`src/ptm_pkg.sv`:
```
package ptm_pkg;
    // Register indices on the plain register port
    localparam logic [2:0] REG_CTRL     = 3'h0;
    localparam logic [2:0] REG_CNT_LO   = 3'h1;
    localparam logic [2:0] REG_CNT_HI   = 3'h2;
    localparam logic [2:0] REG_PER_LO   = 3'h3;
    localparam logic [2:0] REG_PER_HI   = 3'h4;
    localparam logic [2:0] REG_STATUS   = 3'h5;
    // Control register fields
    localparam int         CTL_RUN      = 0;
    localparam int         CTL_CS       = 1;
    localparam int         CTL_SYNC_BYP = 2;
    localparam int         CTL_PS_LO    = 3;
    localparam int         CTL_ONE_SHOT = 5;
    localparam int         CTL_TRG_DIS  = 6;
    localparam int         CTL_SLP_EN   = 7;
    localparam int         STS_MATCH    = 0;
    // Reset values
    localparam logic [7:0] CTRL_RST     = 8'h00;
    localparam logic [7:0] BYTE_RST     = 8'h00;
    localparam logic [7:0] PER_RST      = 8'hff;
    localparam logic [15:0] CNT_MAX     = 16'hffff;
    localparam logic [15:0] CNT_ZERO    = 16'h0000;
    // Quadrature phase numbering of one instruction cycle
    localparam logic [1:0] PH_Q1        = 2'h0;
    localparam logic [1:0] PH_Q2        = 2'h1;
    localparam logic [1:0] PH_Q3        = 2'h2;
    localparam logic [1:0] PH_Q4        = 2'h3;
    // Synchroniser sample pattern: old low, two new highs
    localparam logic [2:0] RISE_PAT     = 3'h3;
endpackage

```
`src/ptm_timer.sv`:
```
// What this block does
// - Timer counts only while run bit set
// - Sleep enable bit keeps async external count running asleep
// - Trigger disable bit blocks trigger reset input
// - Mode bit picks single-shot or continuous
// - Two-bit prescale divides by 1,2,4,8
// - Sync bypass bit skips external input synchroniser
// - Source bit picks external edges or cycles
// - Sleep counting needs sync bypass set
// - Low byte direct, high byte via buffer
// - Period match wraps count, sets flag
// - Internal source increments on phase Q1
// - Sync input sampled Q2/Q4, counts next Q1
// - Async mode counts raw external edges
// - Count kept when stopped, software loadable
// - Period writes accepted while running
// - Continuous mode wraps at match or FFFF
// - Single-shot match clears run bit
// - Single-shot starts by run or trigger
// - Low byte read latches high byte buffer
// - Low byte write loads buffered high byte
// - Prescaler cleared on count write, stop, trigger, reset
// - Control writes leave count untouched
// - Bus count write beats trigger reset
`timescale 1ns/1ns
`default_nettype none
module ptm_timer #(
    parameter bit HAS_TRIG_RESET = 1'b1
) (
    input  wire logic       i_clk,
    input  wire logic       i_rst,
    input  wire logic [2:0] i_addr,
    input  wire logic [7:0] i_wdata,
    input  wire logic       i_wr,
    input  wire logic       i_rd,
    input  wire logic       i_ext_count,
    input  wire logic       i_trig_reset,
    input  wire logic       i_sleep,
    output logic      [7:0] o_rdata,
    output logic            o_match_flag,
    output logic            o_running
);
    logic [1:0]  ph_q;
    logic [7:0]  ctl_q;
    logic [7:0]  ctl_d;
    logic [15:0] cnt_q;
    logic [7:0]  hi_buf_q;
    logic [7:0]  per_lo_q;
    logic [7:0]  per_hi_q;
    logic        flag_q;
    logic [7:0]  rdata_q;
    logic        ext_prev_q;
    logic [2:0]  smp_q;
    logic        pend_q;
    logic [2:0]  pre_q;
    logic [2:0]  pre_mask;
    logic        wr_ctl;
    logic        wr_lo;
    logic        run;
    logic        active;
    logic        src_tick;
    logic        cnt_tick;
    logic        at_top;
    logic        wrap;
    logic        trig;
    logic        trig_start;
    logic        smp_rise;
    logic        q1;

    assign wr_ctl = i_wr && (i_addr == ptm_pkg::REG_CTRL);
    assign wr_lo  = i_wr && (i_addr == ptm_pkg::REG_CNT_LO);
    assign run    = ctl_q[ptm_pkg::CTL_RUN];
    assign q1     = (ph_q == ptm_pkg::PH_Q1);

    // Instruction cycle phases, one clock each
    always_ff @(posedge i_clk or posedge i_rst) begin
        if (i_rst) begin
            ph_q <= ptm_pkg::PH_Q1;
        end else begin
            ph_q <= ph_q + 2'h1;
        end
    end

    // Trigger is honoured only when implemented and enabled
    assign trig = HAS_TRIG_RESET && i_trig_reset
                  && !ctl_q[ptm_pkg::CTL_TRG_DIS];
    assign trig_start = trig && !run
                        && ctl_q[ptm_pkg::CTL_ONE_SHOT];

    // Asleep, only an unsynchronised external count may go on
    assign active = run && (!i_sleep
                    || (ctl_q[ptm_pkg::CTL_SLP_EN]
                        && ctl_q[ptm_pkg::CTL_CS]
                        && ctl_q[ptm_pkg::CTL_SYNC_BYP]));

    // External samples on Q2 and Q4; old sample low, two newer high
    assign smp_rise = (smp_q == ptm_pkg::RISE_PAT);
    always_ff @(posedge i_clk or posedge i_rst) begin
        if (i_rst) begin
            smp_q      <= 3'h0;
            pend_q     <= 1'b0;
            ext_prev_q <= 1'b0;
        end else begin
            ext_prev_q <= i_ext_count;
            if (ph_q == ptm_pkg::PH_Q2 || ph_q == ptm_pkg::PH_Q4) begin
                smp_q <= {smp_q[1:0], i_ext_count};
            end
            // Pending edge is consumed at Q1; the Q1 clear beats a fresh one
            if (smp_rise && !q1) begin
                pend_q <= 1'b1;
            end else if (q1) begin
                pend_q <= 1'b0;
            end
        end
    end

    // Pick the count source
    always_comb begin
        if (!ctl_q[ptm_pkg::CTL_CS]) begin
            src_tick = q1;
        end else if (ctl_q[ptm_pkg::CTL_SYNC_BYP]) begin
            src_tick = i_ext_count && !ext_prev_q;
        end else begin
            src_tick = q1 && pend_q;
        end
    end

    // Prescaler passes every 1, 2, 4 or 8 source ticks
    assign pre_mask = 3'((4'h1 << ctl_q[ptm_pkg::CTL_PS_LO +: 2]) - 4'h1);
    assign cnt_tick = active && src_tick
                      && ((pre_q & pre_mask) == pre_mask);
    assign at_top   = (cnt_q == {per_hi_q, per_lo_q})
                      || (cnt_q == ptm_pkg::CNT_MAX);
    assign wrap     = cnt_tick && at_top;

    // Prescaler stops and clears with run or a count write
    always_ff @(posedge i_clk or posedge i_rst) begin
        if (i_rst) begin
            pre_q <= 3'h0;
        end else if (wr_lo || !run || trig) begin
            pre_q <= 3'h0;
        end else if (active && src_tick) begin
            pre_q <= cnt_tick ? 3'h0 : pre_q + 3'h1;
        end
    end

    // Counter; a bus write outranks the trigger reset
    always_ff @(posedge i_clk or posedge i_rst) begin
        if (i_rst) begin
            cnt_q <= ptm_pkg::CNT_ZERO;
        end else if (wr_lo) begin
            cnt_q <= {hi_buf_q, i_wdata};
        end else if (trig) begin
            cnt_q <= ptm_pkg::CNT_ZERO;
        end else if (wrap) begin
            cnt_q <= ptm_pkg::CNT_ZERO;
        end else if (cnt_tick) begin
            cnt_q <= cnt_q + 16'h0001;
        end
    end

    // Control: software write wins over the hardware run bit
    always_comb begin
        ctl_d = ctl_q;
        if (wrap && ctl_q[ptm_pkg::CTL_ONE_SHOT]) begin
            ctl_d[ptm_pkg::CTL_RUN] = 1'b0;
        end
        if (trig_start) begin
            ctl_d[ptm_pkg::CTL_RUN] = 1'b1;
        end
        if (wr_ctl) begin
            ctl_d = i_wdata;
            ctl_d[ptm_pkg::CTL_TRG_DIS] = HAS_TRIG_RESET
                && i_wdata[ptm_pkg::CTL_TRG_DIS];
        end
    end

    always_ff @(posedge i_clk or posedge i_rst) begin
        if (i_rst) begin
            ctl_q <= ptm_pkg::CTRL_RST;
        end else begin
            ctl_q <= ctl_d;
        end
    end

    // High buffer and period bytes; period never locked out
    always_ff @(posedge i_clk or posedge i_rst) begin
        if (i_rst) begin
            hi_buf_q <= ptm_pkg::BYTE_RST;
            per_lo_q <= ptm_pkg::PER_RST;
            per_hi_q <= ptm_pkg::PER_RST;
        end else begin
            if (i_rd && i_addr == ptm_pkg::REG_CNT_LO) begin
                hi_buf_q <= cnt_q[15:8];
            end else if (i_wr && i_addr == ptm_pkg::REG_CNT_HI) begin
                hi_buf_q <= i_wdata;
            end
            if (i_wr && i_addr == ptm_pkg::REG_PER_LO) begin
                per_lo_q <= i_wdata;
            end
            if (i_wr && i_addr == ptm_pkg::REG_PER_HI) begin
                per_hi_q <= i_wdata;
            end
        end
    end

    // Sticky flag: write one clears, a new match wins
    always_ff @(posedge i_clk or posedge i_rst) begin
        if (i_rst) begin
            flag_q <= 1'b0;
        end else if (wrap) begin
            flag_q <= 1'b1;
        end else if (i_wr && i_addr == ptm_pkg::REG_STATUS
                     && i_wdata[ptm_pkg::STS_MATCH]) begin
            flag_q <= 1'b0;
        end
    end

    // Read data stands only in the cycle after the strobe
    always_ff @(posedge i_clk or posedge i_rst) begin
        if (i_rst) begin
            rdata_q <= ptm_pkg::BYTE_RST;
        end else if (i_rd) begin
            unique case (i_addr)
                ptm_pkg::REG_CTRL:   rdata_q <= ctl_q;
                ptm_pkg::REG_CNT_LO: rdata_q <= cnt_q[7:0];
                ptm_pkg::REG_CNT_HI: rdata_q <= hi_buf_q;
                ptm_pkg::REG_PER_LO: rdata_q <= per_lo_q;
                ptm_pkg::REG_PER_HI: rdata_q <= per_hi_q;
                ptm_pkg::REG_STATUS: rdata_q <= {7'h00, flag_q};
                default:             rdata_q <= ptm_pkg::BYTE_RST;
            endcase
        end else begin
            rdata_q <= ptm_pkg::BYTE_RST;
        end
    end

    assign o_rdata      = rdata_q;
    assign o_match_flag = flag_q;
    assign o_running    = ctl_q[ptm_pkg::CTL_RUN];

    // Stopped timer holds its count
    a_hold_stopped: assert property (
        @(posedge i_clk) disable iff (i_rst)
        (!run && !wr_lo && !trig) |=> $stable(cnt_q))
        else $error("count moved while stopped");

    a_sleep_gate: assert property (
        @(posedge i_clk) disable iff (i_rst)
        (i_sleep && !ctl_q[ptm_pkg::CTL_SYNC_BYP] && !wr_lo && !trig)
        |=> $stable(cnt_q))
        else $error("count moved in sleep without bypass");

    a_wrap_flag: assert property (
        @(posedge i_clk) disable iff (i_rst)
        (wrap && !wr_lo && !trig) |=> (cnt_q == 16'h0000) && flag_q)
        else $error("match did not clear count and set flag");

    a_flag_sticky: assert property (
        @(posedge i_clk) disable iff (i_rst)
        (flag_q && !(i_wr && i_addr == ptm_pkg::REG_STATUS)) |=> flag_q)
        else $error("flag dropped without clear");

    a_oneshot_stop: assert property (
        @(posedge i_clk) disable iff (i_rst)
        (wrap && ctl_q[ptm_pkg::CTL_ONE_SHOT] && !wr_ctl) |=> !run)
        else $error("single shot did not stop");

    a_cont_keeps: assert property (
        @(posedge i_clk) disable iff (i_rst)
        (wrap && !ctl_q[ptm_pkg::CTL_ONE_SHOT] && !wr_ctl) |=> run)
        else $error("continuous mode stopped");

    a_hi_latch: assert property (
        @(posedge i_clk) disable iff (i_rst)
        (i_rd && i_addr == ptm_pkg::REG_CNT_LO)
        |=> hi_buf_q == $past(cnt_q[15:8]))
        else $error("high buffer not latched on low read");

    a_lo_write: assert property (
        @(posedge i_clk) disable iff (i_rst)
        wr_lo |=> cnt_q == {$past(hi_buf_q), $past(i_wdata)}
                  && pre_q == 3'h0)
        else $error("count write lost or prescaler kept");

    a_ctl_write: assert property (
        @(posedge i_clk) disable iff (i_rst)
        (wr_ctl && !cnt_tick && !trig) |=> $stable(cnt_q))
        else $error("control write changed count");

    a_int_q1: assert property (
        @(posedge i_clk) disable iff (i_rst)
        (cnt_tick && !ctl_q[ptm_pkg::CTL_CS]) |-> q1)
        else $error("internal count off Q1");

    // Running undivided internal count must step at every Q1
    a_int_ticks: assert property (
        @(posedge i_clk) disable iff (i_rst)
        (run && !i_sleep && !ctl_q[ptm_pkg::CTL_CS] && q1
         && ctl_q[ptm_pkg::CTL_PS_LO +: 2] == 2'h0) |-> cnt_tick)
        else $error("running timer missed a Q1 step");

    // Sleep without its enable bit freezes the count
    a_sleep_stop: assert property (
        @(posedge i_clk) disable iff (i_rst)
        (i_sleep && !ctl_q[ptm_pkg::CTL_SLP_EN] && !wr_lo && !trig)
        |=> $stable(cnt_q))
        else $error("count moved in sleep without enable");

    // Disabled trigger input has no effect
    a_trig_off: assert property (
        @(posedge i_clk) disable iff (i_rst)
        ctl_q[ptm_pkg::CTL_TRG_DIS] |-> !trig)
        else $error("trigger honoured while disabled");

    // Only single-shot mode may be started by the trigger
    a_cont_no_start: assert property (
        @(posedge i_clk) disable iff (i_rst)
        !ctl_q[ptm_pkg::CTL_ONE_SHOT] |-> !trig_start)
        else $error("trigger started continuous mode");

    // Divide by eight steps only after eight source ticks
    a_presc_eight: assert property (
        @(posedge i_clk) disable iff (i_rst)
        (cnt_tick && ctl_q[ptm_pkg::CTL_PS_LO +: 2] == 2'h3)
        |-> (pre_q == 3'h7))
        else $error("divide by eight stepped early");

    // Unsynchronised count follows a raw rising input
    a_async_edge: assert property (
        @(posedge i_clk) disable iff (i_rst)
        (cnt_tick && ctl_q[ptm_pkg::CTL_CS] && ctl_q[ptm_pkg::CTL_SYNC_BYP])
        |-> (i_ext_count && !ext_prev_q))
        else $error("async count without input edge");

    // Synchronised external count lands on Q1 only
    a_sync_q1: assert property (
        @(posedge i_clk) disable iff (i_rst)
        (cnt_tick && ctl_q[ptm_pkg::CTL_CS] && !ctl_q[ptm_pkg::CTL_SYNC_BYP])
        |-> (q1 && pend_q))
        else $error("sync count off Q1");

    // A plain step adds exactly one
    a_count_step: assert property (
        @(posedge i_clk) disable iff (i_rst)
        (cnt_tick && !wrap && !wr_lo && !trig)
        |=> (cnt_q == $past(cnt_q) + 16'h0001))
        else $error("count did not step by one");

    // Period low byte takes writes at any time
    a_per_write: assert property (
        @(posedge i_clk) disable iff (i_rst)
        (i_wr && i_addr == ptm_pkg::REG_PER_LO)
        |=> (per_lo_q == $past(i_wdata)))
        else $error("period write refused");

    // High buffer write alone leaves the count alone
    a_hi_write: assert property (
        @(posedge i_clk) disable iff (i_rst)
        (i_wr && i_addr == ptm_pkg::REG_CNT_HI && !cnt_tick && !trig)
        |=> $stable(cnt_q) && (hi_buf_q == $past(i_wdata)))
        else $error("high buffer write touched count");

    // Stopping the timer empties the prescaler
    a_presc_stop: assert property (
        @(posedge i_clk) disable iff (i_rst)
        !run |=> (pre_q == 3'h0))
        else $error("prescaler kept while stopped");

    // Trigger in stopped single-shot sets the run bit
    a_trig_start: assert property (
        @(posedge i_clk) disable iff (i_rst)
        (trig_start && !wr_ctl) |=> run)
        else $error("trigger did not start single shot");

    // Honoured trigger clears the count unless a bus write wins
    a_trig_clear: assert property (
        @(posedge i_clk) disable iff (i_rst)
        (trig && !wr_lo) |=> (cnt_q == 16'h0000))
        else $error("trigger did not clear count");

    // Software clear drops the flag when no match competes
    a_flag_clear: assert property (
        @(posedge i_clk) disable iff (i_rst)
        (i_wr && i_addr == ptm_pkg::REG_STATUS
         && i_wdata[ptm_pkg::STS_MATCH] && !wrap) |=> !flag_q)
        else $error("flag not cleared by software");
endmodule
`default_nettype wire

```
`config.mk`:
```
export PLATFORM = sky130hd
export DESIGN_NAME = ptm_timer
export DESIGN_NICKNAME = d
export VERILOG_FILES = /design/src/ptm_pkg.sv /design/src/ptm_timer.sv
export SDC_FILE = /design/constraint.sdc
export NUM_CORES = 1
export LEC_CHECK = 0
export ABC_AREA = 1
export BUFFER_PORTS_ARGS = -buffer_cell sky130_fd_sc_hd__buf_2
export CELL_PAD_IN_SITES_DETAIL_PLACEMENT = 1
export CELL_PAD_IN_SITES_GLOBAL_PLACEMENT = 1
export CORE_ASPECT_RATIO = 2
export CORE_MARGIN = 4
export CORE_UTILIZATION = 40
export DETAILED_ROUTE_END_ITERATION = 10
export PLACE_DENSITY = 0.77
export REMOVE_ABC_BUFFERS = 1
export SKIP_CTS_REPAIR_TIMING = 1
export SYNTH_ARGS = -nofsm -noshare
export SYNTH_HDL_FRONTEND = slang
export SYNTH_SLANG_ARGS = --single-unit
```
`constraint.sdc`:
```
create_clock -name i_clk -period 1.7 [get_ports i_clk]
set_input_delay 0.17 -clock i_clk [delete_from_list [all_inputs] [get_ports i_clk]]
set_output_delay 0.17 -clock i_clk [all_outputs]
set_load 0.03 [all_outputs]
```
# == Word level (Yosys, flattened, before mapping) ==
# Cells that the tools add are included.
# word_totals
regBits,67
output_inout_bits,10
wordCells,89
# op_classes
add_sub_neg,4
n_eq_ne,11
shifts,1
muxes,20
bitwise_logic,1
reduce_logical,39
# ops
operator,count
16-bit 2-to-1 mux,4
8-bit case mux with 6 select lines,1
8-bit 2-to-1 mux,3
1-bit logical AND,21
16-bit by 1-bit adder with 16-bit output (second input constant),1
16-bit == test,1
16-bit == test (second input constant),1
3-bit by 2-bit == test with 1-bit output (second input constant),3
1-bit 2-to-1 mux,9
3-bit 2-to-1 mux,3
2-bit nonzero test,4
3-bit == test (second input constant),2
1-bit logical NOT,5
1-bit logical OR,5
4-bit nonzero test,1
3-bit by 1-bit adder with 3-bit output (second input constant),1
3-bit bitwise AND,1
3-bit by 1-bit == test with 1-bit output (second input constant),1
3-bit == test,1
3-bit logical NOT,1
3-bit nonzero test,1
1-bit by 2-bit << shifter with 3-bit output (first input constant),1
3-bit by 1-bit subtractor with 3-bit output (second input constant),1
2-bit by 1-bit adder with 2-bit output (second input constant),1
3 further kinds,3

# == Logic depth before layout (Yosys ltp) ==
# depth
word_depth,11
ltp_mapped,13

# == Least setup slack after synthesis ==
# OpenSTA, ideal clock, no wires.
# synth_timing
path_type,register to register
startpoint,reg cnt_q[0]
endpoint,reg cnt_q[5]
setup_ns,0.121
arrival_ns,1.516
path_slack_ns,0.063
path_stages_with_launch,12
n_path_buf,1
path_cell_list,dfrtp_1 -> ha_1 -> nand2_2 -> nor2_4 -> nand3_4 -> nor2_4 -> nand4_2 -> nand2_2 -> nand2_4 -> buf_6 -> nand2_1 -> a21oi_1
# synth_via
elab_chain_len,6
elab_cells_between_ends,10
# synth_rtl
element,line,rtl
start: declaration,ptm_timer.sv:46,logic [15:0] cnt_q;
start signal: assignment,ptm_timer.sv:150,cnt_q <= ptm_pkg::CNT_ZERO;
start signal: assignment,ptm_timer.sv:152,"cnt_q <= {hi_buf_q, i_wdata};"
start signal: assignment,ptm_timer.sv:154,cnt_q <= ptm_pkg::CNT_ZERO;
branches (longest 6 deep; another with 16-bit by 1-bit adder with 16-bit output),-,
# Several ways; the timed one is not identified. The select of a mux whose other input is x is not followed.
# A chain may end at the register's enable or synchronous reset.

# == Worst setup path in the final report ==
# layout_timing
startpoint,reg per_hi_q[7]
endpoint,reg cnt_q[12]
# layout_via
elab_chain_len,6
elab_cells_between_ends,7
# layout_rtl
element,line,rtl
start: declaration,ptm_timer.sv:49,logic [7:0] per_hi_q;
start signal: assignment,ptm_timer.sv:191,per_hi_q <= ptm_pkg::PER_RST;
start signal: assignment,ptm_timer.sv:202,per_hi_q <= i_wdata;
16-bit == test *,ptm_timer.sv:132,"assign at_top = (cnt_q == {per_hi_q, per_lo_q})"
1-bit logical OR *,ptm_timer.sv:133,|| (cnt_q == ptm_pkg::CNT_MAX);
1-bit logical AND *,ptm_timer.sv:134,assign wrap = cnt_tick && at_top;
16-bit 2-to-1 mux,ptm_timer.sv:155,end else if (wrap) begin
16-bit 2-to-1 mux,ptm_timer.sv:153,end else if (trig) begin
16-bit 2-to-1 mux,ptm_timer.sv:151,end else if (wr_lo) begin
end signal: assignment,ptm_timer.sv:152,
end signal: assignment,ptm_timer.sv:154,
end signal: assignment,ptm_timer.sv:156,cnt_q <= ptm_pkg::CNT_ZERO;
# Mark *: on every way between the ends. The rest lies on a longest branch, timed or not.

==> run summary <==
clk_skew: 8.79 ps
required time of the critical path: 1920 ps
number of buffer and inverter instances along the worst setup path: 1
Int Power: 4.14 mW
worst hold path type: in2reg
share of cells above drive strength 1: 0.264
synthesized cell area: 3880 um2
CP endpoint kind: register
root buffer cell: clkbuf_16
Sw Ratio: 0.420
clock-pin slew on the worst setup and hold paths: 60 ps
Post-Synthesis Mean Instance Area: 7.27 um2
critical path fanouts, max: 8
fin crit period: 1670 ps
number of instances in the synthesized netlist: 534
critical path's largest stage delay: 550 ps
Syn-to-layout area delta: 26.9%
Final #Nets: 632
GRT Overall Usage: 0.260
Reg power frac: 0.353
via count normalized by instance count: 5.38
hold violation count in the final report: 0
clock sink total: 67
count of vias placed by the detailed router: 4009
Routed WL per cell: 19.4 um
Placeable Area: 9450 um2
net switching power: 3.00 mW
via count of the first global-routing pass: 4318
Yosys top cell area share: 0.329
number of buffers inserted during clock tree synthesis: 9
r2r setup slk: 30 ps
die footprint: 11400 um2
floorplan row count: 50
largest delay contributor family on the critical path: simple AND/OR/NAND/NOR gates
GPL Wtd Cong: 0.992
final number of setup-violating endpoints: 0
global-route wire length before repair: 22400 um
Placed Area: 4450 um2
class of the most critical setup path: reg2reg
unrepaired setup endpoints after global routing: true
total chip power: 7.14 mW
maximum frequency from static timing analysis: 598 MHz
reported max-cap violation count: 0
leakage power total: 2.47 nW
worst endpoint data arrival time: 1890 ps
Hold Path Depth: 3
setup TNS: 0 ps
pin count of the biggest net entering global routing: 25
CTS H-tree lvls: 3
clock tree from TritonCTS: built
count of nets left with antenna violations after detail routing: 0
number of distinct library cell variants in the gate-level netlist after synthesis: 33
run status: finished, final reports clean
number of detailed-routing iterations run before antenna repair: 4
design area: 4920 um2
final count of pins violating max slew: 0
number of warnings issued by yosys: 0
clock latency of the later-clocked register in the worst-skew pair: 340 ps
largest area contributor in the netlist: dfrtp_1
power per cell area: 1450 nW/um2
leading cell types by total area after synthesis: dfrtp_1 (33%), nand2_1 (13%), dfstp_2 (11%), nor2_1 (8.7%), inv_1 (6.9%)
cell with the biggest individual delay on the critical path: dfstp_2
DRC Markers: 0
Seq/Total Area, Yosys: 0.437
final HPWL from detailed placement: 11000 um
1st-iter DRT viols: 253
critical path cell sequence: inv_2 -> nand2_1 -> nand2_1 -> nor2_2 -> nand2_2 -> nor2_2 -> nand2_2 -> nand2_4 -> nand2_4 -> nand2_1 -> a21oi_1
worst-case clock buffer depth: 2
Combinational Power Share: 0.402
final worst-path cycle share: 0.984
WL final: 14400 um
share of the core filled with cells: 0.521
I/O pin total: 28
cell depth of the worst setup path: 11
DIE HEIGHT: 147 um
Startpoint Class: register
IR Drop Worst-Case VDD: 0.670 mV
count of buffers from port buffering: 27
logic depth of the worst register-to-register path: 11
initial antenna violation count: 0
clock network fraction of design power: 0.245
initial standard-cell utilization of the core: 0.411
worst rel slew slack: 0.621
die width: 77.7 um
total global routing overflow: 0
synthesized flop and latch total: 67
cell type with the highest occurrence count on the critical path: nand2_1
Slew @ Worst Pin: 567 ps
==> cells in the final DEF (no fill, tap or decap), types with 12 or more instances in the layout <==
cell type	count
o21ai_0	40
inv_1	65
a21oi_1	22
nor2_1	79
nor3_1	15
dfrtp_1	44
buf_2	27
nand2_1	122
buf_4	39
o22ai_1	25
nor2_2	12
dfstp_2	16
nand3_1	14
==> tightest hold or removal path: cells and delay by family <==
kind / cells / cell delay, ps
buf+inv: 1 / 100
compound gates: 1 / 60
simple gates: 1 / 50
==> power groups by stage <==
stage | Clock (mW) | Sequential (mW) | Combinational, mW
after floorplan | 0 | 2.48 | 1.46
final | 1.75 | 2.52 | 2.87
after detailed placement | 0 | 2.52 | 2.65
after CTS | 1.79 | 2.49 | 2.68
after global placement | 0 | 2.49 | 2.54
after global routing | 1.84 | 2.58 | 3.16
==> flip-flops by register name, indices dropped and copies added (netlist names) <==
| register | count |
|---|---|
| ph_q | 2 |
| ext_prev_q | 1 |
| cnt_q | 16 |
| o_match_flag | 1 |
| o_rdata | 8 |
| pend_q | 1 |
| pre_q | 3 |
| ctl_q | 8 |
| smp_q | 3 |
| per_hi_q | 8 |
| per_lo_q | 8 |
| hi_buf_q | 8 |
==> Yosys cell counts, drive strengths merged <==
| cell type | n |
|---|---|
| a211oi | 7 |
| a21oi | 24 |
| a31oi | 2 |
| buf | 6 |
| clkbuf | 5 |
| clkinv | 1 |
| dfrtp | 51 |
| dfstp | 16 |
| ha | 5 |
| inv | 75 |
| nand2 | 137 |
| nand3 | 16 |
| nand3b | 1 |
| nand4 | 4 |
| nor2 | 97 |
| nor3 | 15 |
| nor3b | 1 |
| o21ai | 41 |
| o22ai | 25 |
| xor2 | 5 |
==> final timing paths <==
path	start	end
worst min register to register	ph_q[0]	ph_q[0]
max in group asynchronous	i_rst	per_lo_q[4]
worst max-delay path	per_hi_q[7]	cnt_q[12]
worst min-delay path	i_wdata[2]	ctl_q[2]
min in group asynchronous	i_rst	smp_q[2]
worst max register to register	per_hi_q[7]	cnt_q[12]
==> per-stage QoR <==
stage / hold WS (ps) / setup WS [ps] / instances
2_1_floorplan: 201 / -127 / 523
3_3_place_gp: 238 / 28.1 / 719
3_5_place_dp: 259 / -60.9 / 719
4_1_cts: -106 / -78.6 / 735
5_1_grt: 90.2 / -99.8 / 744
6_report: 74.9 / 27.2 / 745
==> layout make-up <==
cell class,count,area [um2]
fillers,1214,4520
multi-input cells,381,1930
flip-flops and latches,67,1710
repair buffers,74,556
inverters,76,293
clock buffers,9,225
well taps,130,163
clock inverters,7,51.3
diodes,1,2.50
==> cell families after synthesis <==
group | synth area share
simple gates | 0.304
compound gates | 0.141
buf+inv | 0.0903
flops | 0.437
xor+xnor | 0.0113
fa+ha+maj | 0.0161
==> layer usage <==
metal  global-route usage  up-vias  part of all wire
met3               0.0374       69             0.045
met5                    0        -                 0
met4                0.189        0             0.075
met1                0.263     1951              0.33
li1                     -     1863                 -
met2                0.470      126              0.55
Power figures use the tool's default switching activity.
